===== config.mk =====
export PLATFORM = sky130hd
export DESIGN_NAME = lcdvt_top
export DESIGN_NICKNAME = d
export VERILOG_FILES = /design/src/rtl/lcdvt_pkg.sv /design/src/rtl/lcdvt_top.sv
export SDC_FILE = /design/constraint.sdc
export NUM_CORES = 1
export LEC_CHECK = 0
export BUFFER_PORTS_ARGS = -buffer_cell sky130_fd_sc_hd__buf_2
export CORE_MARGIN = 4
export CORE_UTILIZATION = 36
export CTS_BUF_LIST = sky130_fd_sc_hd__clkbuf_8
export DETAILED_ROUTE_END_ITERATION = 10
export PLACE_DENSITY = 0.54
export SYNTH_ARGS = -nofsm -noshare
export SYNTH_HDL_FRONTEND = slang
export SYNTH_SLANG_ARGS = --single-unit
export TNS_END_PERCENT = 100

===== constraint.sdc =====
create_clock -name i_clock -period 3.97 [get_ports i_clock]
set_input_delay 0.1985 -clock i_clock [delete_from_list [all_inputs] [get_ports i_clock]]
set_output_delay 0.1985 -clock i_clock [all_outputs]
set_load 0.05 [all_outputs]

===== src/rtl/lcdvt_pkg.sv =====
/*
  Package for the LCD vertical timing block: register offsets, field
  positions, reset values and the frame sequencer states.
  Assumes a plain register port with read data one cycle after the strobe.
*/
// Summary of operation
// - In active mode the back-porch count starts once the previous frame's vertical sync has ended.
// - In passive mode the back-porch count starts only after the dummy sync-width lines are inserted.
// - The back-porch field gives 0 to 255 extra lines per frame with no offset.
// - Bits 15 to 10 hold a six-bit sync width that sets the vertical sync pulse length in active mode.
// - In passive mode the sync width inserts dummy line delays between frames instead of a pulse.
// - The sync width is stored as lines minus one, so one more line than the value is produced.
// - Bits 9 to 0 hold lines per screen as count minus one, giving 1 to 1024 lines.
// - The frame control register holds skip-fourth, bypass, clocks-per-line, slave and invert bits.
package lcdvt_pkg;
  localparam logic [31:0] LCDVT_OFS_FRAME_CONTROL = 32'h80010028;
  localparam logic [31:0] LCDVT_OFS_VERTICAL_TIMING = 32'h80010024;
  localparam int LCDVT_BP_POS = 24;
  localparam int LCDVT_FP_POS = 16;
  localparam int LCDVT_SW_POS = 10;
  localparam int LCDVT_LPS_POS = 0;
  localparam int LCDVT_INV_FRAME_POS = 11;
  localparam logic [31:0] LCDVT_VT_RESET = 32'h00000000;
  localparam logic [31:0] LCDVT_FC_RESET = 32'h00000000;
  localparam logic [31:0] LCDVT_FC_MASK = 32'h0fffffff;
  typedef enum logic [2:0] {LCDVT_SYNC, LCDVT_BACK, LCDVT_DISP, LCDVT_FRONT} lcdvt_state_t;
  typedef struct packed {
    logic [31:0] addr;
    logic [31:0] wdata;
    logic wr;
    logic rd;
  } lcdvt_bus_t;
endpackage


===== src/rtl/lcdvt_top.sv =====
/*
  LCD vertical frame sequencer with its two timing registers.
  Assumes i_line_pulse is a one-cycle line-clock tick from horizontal
  timing logic on the same clock; i_active selects active (TFT) mode.
*/
// Implementation choice: strobed register access.
`timescale 1ns/1ps
`default_nettype none
module lcdvt_top
(
  input wire logic i_clock, // 20 MHz controller clock
  input wire logic i_rst_b, // Async reset, active low
  input wire lcdvt_pkg::lcdvt_bus_t i_bus, // Register port request
  input wire logic i_active, // 1 active mode, 0 passive
  input wire logic i_line_pulse, // One tick per line clock period
  output logic [31:0] o_rdata, // Read data, one cycle after strobe
  output logic o_frame_sync, // Vertical sync, polarity applied
  output logic o_display_line, // High during displayed lines
  output logic o_dummy_line, // Passive-mode dummy line in progress
  output logic [9:0] o_line // Current display line
);
  import lcdvt_pkg::*;

  logic [31:0] vertical_timing;
  logic [31:0] frame_control;
  lcdvt_state_t state;
  lcdvt_state_t next_state;
  logic [9:0] count;
  logic last;

  // Last count of the back porch: N lines run as counts 0 to N-1, so the field
  // needs no offset; a zero field never gets here, that phase is skipped
  function automatic logic [9:0] porch_end(input logic [7:0] lines);
    return {2'b00, lines} - 10'h001;
  endfunction

  // Register select, one bit per register; shared by write and read decode
  function automatic logic [1:0] reg_sel(input logic [31:0] addr);
    return {addr == LCDVT_OFS_FRAME_CONTROL, addr == LCDVT_OFS_VERTICAL_TIMING};
  endfunction

  // Register writes; the frame control top nibble is reserved
  always_ff @(posedge i_clock or negedge i_rst_b)
  begin
    if (!i_rst_b)
    begin
      vertical_timing <= LCDVT_VT_RESET;
      frame_control <= LCDVT_FC_RESET;
    end
    else if (i_bus.wr)
    begin
      if (reg_sel(i_bus.addr) == 2'b01)
        vertical_timing <= i_bus.wdata;
      if (reg_sel(i_bus.addr) == 2'b10)
        frame_control <= i_bus.wdata & LCDVT_FC_MASK;
    end
  end

  // Read data; unmapped addresses read zero
  always_ff @(posedge i_clock or negedge i_rst_b)
  begin
    if (!i_rst_b)
      o_rdata <= 32'h00000000;
    else if (i_bus.rd)
    begin
      if (reg_sel(i_bus.addr) == 2'b01)
        o_rdata <= vertical_timing;
      else if (reg_sel(i_bus.addr) == 2'b10)
        o_rdata <= frame_control;
      else
        o_rdata <= 32'h00000000;
    end
    else
      o_rdata <= 32'h00000000;
  end

  // Terminal count of the present phase; fields are read live, so a
  // rewrite takes effect at the next phase boundary or compare
  always_comb
  begin
    case (state)
      LCDVT_SYNC: last = ({4'h0, count} ==
        {4'h0, 4'h0, vertical_timing[LCDVT_SW_POS +: 6]});
      LCDVT_BACK: last = (count == porch_end(vertical_timing[LCDVT_BP_POS +: 8]));
      LCDVT_DISP: last = (count == vertical_timing[LCDVT_LPS_POS +: 10]);
      LCDVT_FRONT: last = (count == {2'b00, vertical_timing[LCDVT_FP_POS +: 8]});
      default: last = 1'b1;
    endcase
  end

  // Phase order; a back porch of zero goes straight to display
  always_comb
  begin
    next_state = state;
    case (state)
      LCDVT_SYNC: next_state = (vertical_timing[LCDVT_BP_POS +: 8] == 8'h00) ?
        LCDVT_DISP : LCDVT_BACK;
      LCDVT_BACK: next_state = LCDVT_DISP;
      LCDVT_DISP: next_state = (vertical_timing[LCDVT_FP_POS +: 8] == 8'h00) ?
        LCDVT_SYNC : LCDVT_FRONT;
      LCDVT_FRONT: next_state = LCDVT_SYNC;
      default: next_state = LCDVT_SYNC;
    endcase
  end

  // Line counter advances on each line tick; state advances on the tick at the phase's last count
  always_ff @(posedge i_clock or negedge i_rst_b)
  begin
    if (!i_rst_b)
    begin
      state <= LCDVT_SYNC;
      count <= 10'h000;
    end
    else if (i_line_pulse)
    begin
      if (last)
      begin
        state <= next_state;
        count <= 10'h000;
      end
      else
        count <= count + 10'h001;
    end
  end

  // Registered outputs, one cycle behind the state
  always_ff @(posedge i_clock or negedge i_rst_b)
  begin
    if (!i_rst_b)
    begin
      o_frame_sync <= 1'b0;
      o_display_line <= 1'b0;
      o_dummy_line <= 1'b0;
      o_line <= 10'h000;
    end
    else
    begin
      // Passive panels get dummy lines instead of a pulse
      o_frame_sync <= ((state == LCDVT_SYNC) && i_active) ^
        frame_control[LCDVT_INV_FRAME_POS];
      o_dummy_line <= (state == LCDVT_SYNC) && !i_active;
      o_display_line <= (state == LCDVT_DISP);
      o_line <= (state == LCDVT_DISP) ? count : 10'h000;
    end
  end

  // Phase lengths and order; the checks read the fields live, as the counter does
  AST_SYNC_LEN: assert property (@(posedge i_clock) disable iff (!i_rst_b)
    (state == LCDVT_SYNC && i_line_pulse &&
     count < {4'h0, vertical_timing[LCDVT_SW_POS +: 6]}) |=> state == LCDVT_SYNC)
    else $error("Sync phase ended early");
  AST_SYNC_END: assert property (@(posedge i_clock) disable iff (!i_rst_b)
    (state == LCDVT_SYNC && i_line_pulse &&
     count == {4'h0, vertical_timing[LCDVT_SW_POS +: 6]}) |=> state != LCDVT_SYNC)
    else $error("Sync phase overran");
  AST_BP_AFTER_SYNC: assert property (@(posedge i_clock) disable iff (!i_rst_b)
    (state == LCDVT_BACK && $changed(state)) |-> $past(state) == LCDVT_SYNC)
    else $error("Back porch not after sync");
  AST_BP_SKIP: assert property (@(posedge i_clock) disable iff (!i_rst_b)
    (state == LCDVT_SYNC && i_line_pulse && vertical_timing[LCDVT_BP_POS +: 8] == 8'h00 &&
     count == {4'h0, vertical_timing[LCDVT_SW_POS +: 6]}) |=> state == LCDVT_DISP)
    else $error("Zero back porch not skipped");
  AST_BP_LEN: assert property (@(posedge i_clock) disable iff (!i_rst_b)
    (state == LCDVT_BACK && i_line_pulse &&
     count != porch_end(vertical_timing[LCDVT_BP_POS +: 8])) |=> state == LCDVT_BACK)
    else $error("Back porch length wrong");
  AST_BP_END: assert property (@(posedge i_clock) disable iff (!i_rst_b)
    (state == LCDVT_BACK && i_line_pulse &&
     count == porch_end(vertical_timing[LCDVT_BP_POS +: 8])) |=> state == LCDVT_DISP)
    else $error("Display did not follow back porch");
  AST_DISP_LEN: assert property (@(posedge i_clock) disable iff (!i_rst_b)
    (state == LCDVT_DISP && i_line_pulse && count ==
     vertical_timing[LCDVT_LPS_POS +: 10]) |=> state != LCDVT_DISP)
    else $error("Display lines wrong");
  AST_FP_LEN: assert property (@(posedge i_clock) disable iff (!i_rst_b)
    (state == LCDVT_FRONT && i_line_pulse &&
     count != {2'b00, vertical_timing[LCDVT_FP_POS +: 8]}) |=> state == LCDVT_FRONT)
    else $error("Front porch length wrong");
  AST_ORDER: assert property (@(posedge i_clock) disable iff (!i_rst_b)
    (state == LCDVT_SYNC && $changed(state)) |->
    ($past(state) == LCDVT_FRONT || $past(state) == LCDVT_DISP))
    else $error("Frame order broken");

  // Output pins in the two panel modes
  AST_PASSIVE_NO_PULSE: assert property (@(posedge i_clock) disable iff (!i_rst_b)
    !i_active |=> o_frame_sync == $past(frame_control[LCDVT_INV_FRAME_POS]))
    else $error("Passive mode produced sync pulse");
  AST_SYNC_PULSE: assert property (@(posedge i_clock) disable iff (!i_rst_b)
    (state == LCDVT_SYNC && i_active) |=>
    o_frame_sync != $past(frame_control[LCDVT_INV_FRAME_POS]))
    else $error("Active sync pulse missing");
  AST_DUMMY: assert property (@(posedge i_clock) disable iff (!i_rst_b)
    (state == LCDVT_SYNC && !i_active) |=> o_dummy_line)
    else $error("Dummy line missing");
  AST_NO_DUMMY_ACTIVE: assert property (@(posedge i_clock) disable iff (!i_rst_b)
    i_active |=> !o_dummy_line)
    else $error("Dummy line in active mode");
  AST_DISP_FLAG: assert property (@(posedge i_clock) disable iff (!i_rst_b)
    (state == LCDVT_DISP) |=> o_display_line)
    else $error("Display line flag missing");
  AST_LINE_IDLE: assert property (@(posedge i_clock) disable iff (!i_rst_b)
    !o_display_line |-> o_line == 10'h000)
    else $error("Line index outside display");

  // Register port; read data must be the register as it stood at the strobe
  AST_FC_READ: assert property (@(posedge i_clock) disable iff (!i_rst_b)
    (i_bus.rd && i_bus.addr == LCDVT_OFS_FRAME_CONTROL) |=>
    o_rdata == $past(frame_control))
    else $error("Frame control read wrong");
  AST_VT_READ: assert property (@(posedge i_clock) disable iff (!i_rst_b)
    (i_bus.rd && i_bus.addr == LCDVT_OFS_VERTICAL_TIMING) |=>
    o_rdata == $past(vertical_timing))
    else $error("Vertical timing read wrong");
  AST_RESERVED: assert property (@(posedge i_clock) disable iff (!i_rst_b)
    frame_control[31:28] == 4'h0)
    else $error("Reserved bits set");

  COV_ACTIVE_SYNC: cover property (@(posedge i_clock) disable iff (!i_rst_b)
    i_active && state == LCDVT_SYNC ##1 state == LCDVT_BACK);
  COV_PASSIVE_DUMMY: cover property (@(posedge i_clock) disable iff (!i_rst_b)
    o_dummy_line ##1 !o_dummy_line);
  COV_ZERO_BP: cover property (@(posedge i_clock) disable iff (!i_rst_b)
    state == LCDVT_SYNC ##1 state == LCDVT_DISP);
  COV_FRONT: cover property (@(posedge i_clock) disable iff (!i_rst_b)
    state == LCDVT_FRONT ##1 state == LCDVT_SYNC);
  COV_PASSIVE_PORCH: cover property (@(posedge i_clock) disable iff (!i_rst_b)
    !i_active && state == LCDVT_SYNC ##1 state == LCDVT_BACK);
endmodule
`default_nettype wire


==> run metrics, run 1 <==
Fin Setup TNS 0 ns; post-synthesis cell count 408; crit share post-route 72.1%; DRC viols 0; sequential cell area 0.00293 mm2; vias in the first global route 4084; fraction of layout cells with a size suffix above 1 39.1%; ant diodes 0; post-synthesis sequential area ratio 56.7%; largest net degree at the start of global routing 60; TritonCTS Buffers 17; WL/cell 17.5 um; global router's overall resource usage 17.2%; synthesized flop and latch total 117; Rel. slew slack 47.9%; Max Fclk 349 MHz; RSZ-0062 raised after global routing no; H-tree depth 4; CP required 4.28 ns; Lkg Pwr 3.36 nW; ANT nets after route 0; Critical Path Source Type flip-flop; CP Capture Type flip-flop; area share of the leading cell type in the synthesized netlist 56.7%; Mapped Area 0.00516 mm2; Max VDD drop 0.249 mV; Worst-Skew Late Latency 0.44 ns; Vias/cell 5.05; reg2reg setup slack 1.11 ns; Initial Util 36.9%; First-pass DRT Iterations 4; Synthesis Warnings 0; Die Height 128 um; clk root buf clkbuf_8; placed inst area 0.00592 mm2; met1 Use GR 22.7%; total grt overflow 0; GR peak layer met2; type of the worst min-delay path in2reg; antenna violations before repair 0; die footprint 0.0163 mm2; Port Buf Inserts 114; placed cell count 686; CTS tree yes; final hold vios 0; met3 usage 5.58%; WL final 13.1 mm; post-route design area 0.00665 mm2; Slew @ Worst Pin 0.781 ns; CP max stage delay 0.63 ns; pwr/cell area 408 mW/mm2; Critical Path, Cell by Cell nor2b_1 > and4b_1 > nor3_1 > a2111oi_4 > nand4_2 > a2111oi_0 > o2bb2ai_1; setup repair bufs after CTS 0; syn_area_per_cell 12.7 um2; # setup viols final 0; max_cap viols 0; CP Launch Point state[0]; first-pass GRT wire length 21.5 mm; Core Area 0.0140 mm2; count leader, synth dfrtp_1; met2 track demand over resource 26.7%; DR vias 3789; post-DP HPWL 9.30 mm; dominant synthesized flop cell dfrtp_1; P&R area growth vs syn 28.7%; Distinct cells, synth 54; reg-to-reg startpoint state[0]; Setup Skew 0.00849 ns; hold_sp i_bus[10]; Crit-path slowest cell nor2b_1; Multi-input gate area 0.00207 mm2; number of synthesized flops with an enable pin 0; largest area contributor in the synthesized netlist dfrtp_1; synth top area cells dfrtp_1 57%, mux2_2 13%, a22o_1 4.7%, xnor2_1 1.7%, nor2_1 1.5%; Period minus WS final 2.86 ns; Synthesized Nets 480; clock sinks 117; status complete, no violations; Initial DRC Count 219; fraction of registers with async set or reset after synthesis 100%; # IOs 115; Synth top cells by count 117 x dfrtp_1, 59 x mux2_2, 28 x a22o_1; critical path type reg2reg; Layout Nets 630; Die X 128 um; row count 43; total power draw 2.71 mW; CP Max Fanout 12; clk slew on worst S/H paths 0.07 ns; FILL cells 1308; clock tree buffer depth 2; placer congestion estimate 0.912; Pins Over Slew Limit 0; non-filler cells, final 751; CP arrival 3.17 ns
per-layer routing:
layer | up-vias | part of all wire, %
li1 | 1807 | -
met1 | 1881 | 46
met2 | 84 | 48
met3 | 17 | 4.9
met4 | 0 | 1.8
met5 | - | 0
cells in the final DEF (no fill, tap or decap), types with 3 or more instances in the layout:
cell type | synthesis | layout
nand2_1 | 14 | 14
and3_1 | 8 | 8
a21oi_1 | 5 | 5
o21ai_0 | 8 | 8
dfrtp_1 | 117 | 117
o22ai_1 | 3 | 3
xnor2_1 | 10 | 10
buf_2 | 14 | 113
a22o_1 | 28 | 28
buf_4 | 2 | 8
inv_1 | 12 | 13
o211ai_1 | 4 | 4
mux2i_1 | 5 | 5
clkbuf_8 | 0 | 19
nor4_1 | 12 | 12
clkinv_2 | 0 | 4
nor4b_1 | 5 | 5
and2_1 | 9 | 9
xor2_1 | 3 | 3
nor2_1 | 20 | 20
nand3_1 | 8 | 8
mux2_2 | 59 | 59
dlygate4sd3_1 | 0 | 33
clkinv_4 | 0 | 4
nor3_1 | 11 | 11
flip-flops by register name (all words and copies together), names as in the netlist:
signal           count
o_display_line       1
o_dummy_line         1
o_line              10
vertical_timing     32
count               10
state                2
frame_control       28
o_frame_sync         1
o_rdata             32
final cells by class:
type,count,area share [%]
Tap cell,180,3.39
Sequential cell,117,44.1
Timing Repair Buffer,155,14.7
Clock buffer,19,3.94
Clock inverter,13,2.01
Multi-Input combinational cell,254,31.2
Inverter,13,0.734
worst max-delay path, delay by kind of cell, from the launching register on:
kind	cells	cell delay (ns)
compound gates	3	0.93
flops	1	0.57
simple gates	4	1.25
per-stage QoR:
| stage | hold WS, ns | setup WS [ns] | util (%) |
|---|---|---|---|
| 6_report | 0.0357 | 1.11 | 47.5 |
| 5_1_grt | 0.00701 | 0.836 | 47.5 |
| 4_1_cts | 0.000328 | 1.13 | 47.5 |
| 3_5_place_dp | 0.319 | 1.14 | 42.3 |
| 3_3_place_gp | 0.311 | 1.17 | 42.3 |
| 2_1_floorplan | -0.0971 | 1.71 | - |
path summary, 6_finish.rpt:
check                                    endpoint  cells past startpoint
worst min register to register        o_rdata[16]                      1
max in group asynchronous       frame_control[16]                      3
worst min-delay path             frame_control[8]                      2
worst max-delay path                     state[1]                      7
worst max register to register           state[1]                      7
min in group asynchronous                count[6]                      2
logic make-up after synthesis:
group / after synthesis / synth area share (%)
flops: 117 / 56.7
buf+inv: 37 / 3.17
simple gates: 104 / 11.8
fa+ha+maj: 2 / 0.485
compound gates: 68 / 10.8
xor+xnor: 13 / 2.21
mux: 67 / 14.9
what timing repair did:
item	in CTS	in global routing
resized for setup	0	0
endpoints found under the hold margin	115	0
hold buffers	33	0
where the power goes:
group          switching [mW]  total, mW  leakage [nW]  internal [mW]
registers              0.0839       1.32          1.59           1.23
logic                   0.179      0.327          1.57          0.148
clock network           0.484       1.07         0.203          0.586
No activity file was read; power rests on OpenSTA's default activity.
==> run 2, diff against run 1 <==
==> constraint.sdc (replaced) <==
create_clock -name i_clock -period 2.75 [get_ports i_clock]
set_input_delay 0.1375 -clock i_clock [delete_from_list [all_inputs] [get_ports i_clock]]
set_output_delay 0.1375 -clock i_clock [all_outputs]
set_load 0.05 [all_outputs]
==> run 2 against run 1 <==
Compared with the run above: critical endpoint unchanged; count of clock-buffer cells in the layout fell by 1; clock power rose by 55%; utilization rose by 0.99 points; critical path type unchanged; highest routed layer unchanged.
==> run metrics, run 2 (same netlist as run 1, synthesis figures left out) <==
status complete, no violations; Critical Path, Cell by Cell nor4_1 > nor3b_2 > nor2_1 > a311oi_2 > nand4_2 > a2111oi_0 > o2bb2ai_1; RSZ-0062 raised after global routing no; largest net degree at the start of global routing 61 (+1.7%); row count 43 (unchanged); R2R Path End state[1]; Max Fclk 382 MHz (+9.3%); fraction of layout cells with a size suffix above 1 40.1% (+1.1 points); Worst R2R Path Depth 7 (unchanged); Port Buf Inserts 114 (unchanged); global router's overall resource usage 17.7% (+0.48 points); # setup viols final 0 (unchanged); Lkg Pwr 3.42 nW (+1.9%); first-pass GRT wire length 22.3 mm (+3.5%); # IOs 115 (unchanged); vias in the first global route 4239 (+3.8%); critical path type reg2reg; clock sinks 117 (unchanged); CP delay by family, top simple AND/OR/NAND/NOR gates; CP Launch Point vertical_timing[28]; ANT nets after route 0 (unchanged); placed inst area 0.00600 mm2 (+1.4%); CP max stage delay 0.50 ns (-0.13 ns); Critical path destination state[1]; placer congestion estimate 0.916 (+0.42%); Die X 128 um (unchanged); Rel. slew slack 47.1% (-0.80 points); First-pass DRT Iterations 5 (+1); WL/cell 17.8 um (+2.1%); die footprint 0.0163 mm2 (unchanged); clock tree buffer depth 2 (unchanged); post-route core utilization 48.5% (+0.99 points); Setup Skew 0.0167 ns (+0.00819 ns); CTS tree yes; Critical Path Source Type flip-flop; Largest regs o_rdata: 32 flops, vertical_timing: 32 flops, frame_control: 28 flops; Die Height 128 um (unchanged); WL final 13.6 mm (+3.7%); antenna violations before repair 0 (unchanged); Fin Setup TNS 0 ns (unchanged); cell count along the critical path 7 (unchanged); CP Capture Type flip-flop; clk slew on worst S/H paths 0.08 ns (about the same); TritonCTS Buffers 17 (unchanged); clk root buf clkbuf_8; sequential cell area 0.00293 mm2 (about the same); Layout Nets 642 (+1.9%); Period minus WS final 2.62 ns (-0.244 ns); Multi-input gate area 0.00207 mm2 (unchanged); Initial Util 36.9% (unchanged); H-tree depth 4 (unchanged); DRC viols 0 (unchanged); reg-to-reg startpoint vertical_timing[28]; post-route design area 0.00678 mm2 (+2.1%); CP Max Fanout 8 (-4); CP arrival 2.94 ns (-0.23 ns); DR vias 3913 (+3.3%); final hold vios 0 (unchanged); post-DP HPWL 9.43 mm (+1.4%); type of the worst min-delay path in2reg; max_cap viols 0 (unchanged); Pins Over Slew Limit 0 (unchanged); CP required 3.07 ns (-1.21 ns); P&R area growth vs syn 31.4%; Worst-Skew Late Latency 0.45 ns (about the same); Core Area 0.0140 mm2 (unchanged); setup repair bufs after CTS 0 (unchanged); WP buf/inv 0 (unchanged); reg2reg setup slack 0.13 ns (-0.98 ns); commonest non-fill, non-tap cell in the layout dfrtp_1; Crit-path slowest cell dfrtp_1; total grt overflow 0 (unchanged); Slew @ Worst Pin 0.793 ns (+0.0119 ns); crit share post-route 95.2% (+23 points); commonest non-fill, non-tap cells in the layout 116 x dfrtp_1, 113 x buf_2, 59 x mux2_2; FILL cells 1303 (-0.38%); Vias/cell 5.13 (+1.6%); ant diodes 0 (unchanged); Initial DRC Count 261 (+19%); Max VDD drop 0.378 mV (+52%); pwr/cell area 598 mW/mm2 (+47%)
-- run 2: cell count changes in the layout (fill, tap and decap cells not counted), sizes merged --
cell | before | now
buf | 122 | 131
bufinv | 2 | 3
clkbuf | 19 | 18
clkinv | 8 | 5
clkinvlp | 2 | 3
dlygate4sd3 | 33 | 36
inv | 14 | 16
-- run 2: power by group --
group	internal (mW)	total, mW	switching (mW)
Combinational	0.228	0.503	0.275
Clock	0.927	1.66	0.737
Sequential	1.78	1.89	0.113
Total	2.93	4.06	1.12
-- run 2: final cells by class --
type / instances / share of cell area (%)
Tap cell: 180 / 3.32
Sequential cell: 117 / 43.2
Timing Repair Buffer: 167 / 16.0
Multi-Input combinational cell: 254 / 30.5
Clock inverter: 14 / 2.58
Clock buffer: 18 / 3.65
Inverter: 13 / 0.719
-- run 2: worst min-delay path: stages --
cell and delay [ns]:
buf_2 0.09, nor4b_1 0.04, buf_4 0.14, and3_1 0.17
-- run 2: how the worst min path moves through the flow --
stage	to	slack [ns]	cells after the start	start
after floorplan	count[0]	-0.16	0	i_rst_b
after global placement	o_rdata[30]	0.27	1	i_rst_b
after detailed placement	o_rdata[31]	0.28	1	i_rst_b
after CTS	o_rdata[30]	0.13	4	i_bus[37]
after global routing	o_rdata[30]	0.15	4	i_bus[37]
final	o_rdata[30]	0.17	4	i_bus[37]
-- run 2: repair_timing --
item,CTS,global route
hold buffers,36,0
endpoints found under the hold margin,127,0
setup endpoints to repair,0,1
gates resized for setup,0,1
-- run 2: metrics by stage --
stage / hold WS (ns) / power, mW / setup WS [ns] / std cells
after floorplan: -0.158 / 2.17 / 0.487 / 408
after global placement: 0.273 / 2.37 / 0.150 / 695
final: 0.167 / 4.06 / 0.133 / 763
after CTS: 0.130 / 4.12 / 0.138 / 763
after detailed placement: 0.277 / 2.38 / 0.162 / 695
after global routing: 0.153 / 4.26 / 0.0345 / 763
-- run 2: layer usage --
| layer | part of all wire, % | global-route usage [%] | vias to the layer above |
|---|---|---|---|
| met5 | 0 | 0 | - |
| met3 | 4.7 | 4.46 | 16 |
| met4 | 1.6 | 6.49 | 0 |
| met1 | 44 | 23.4 | 1944 |
| li1 | - | - | 1835 |
| met2 | 50 | 28.2 | 118 |
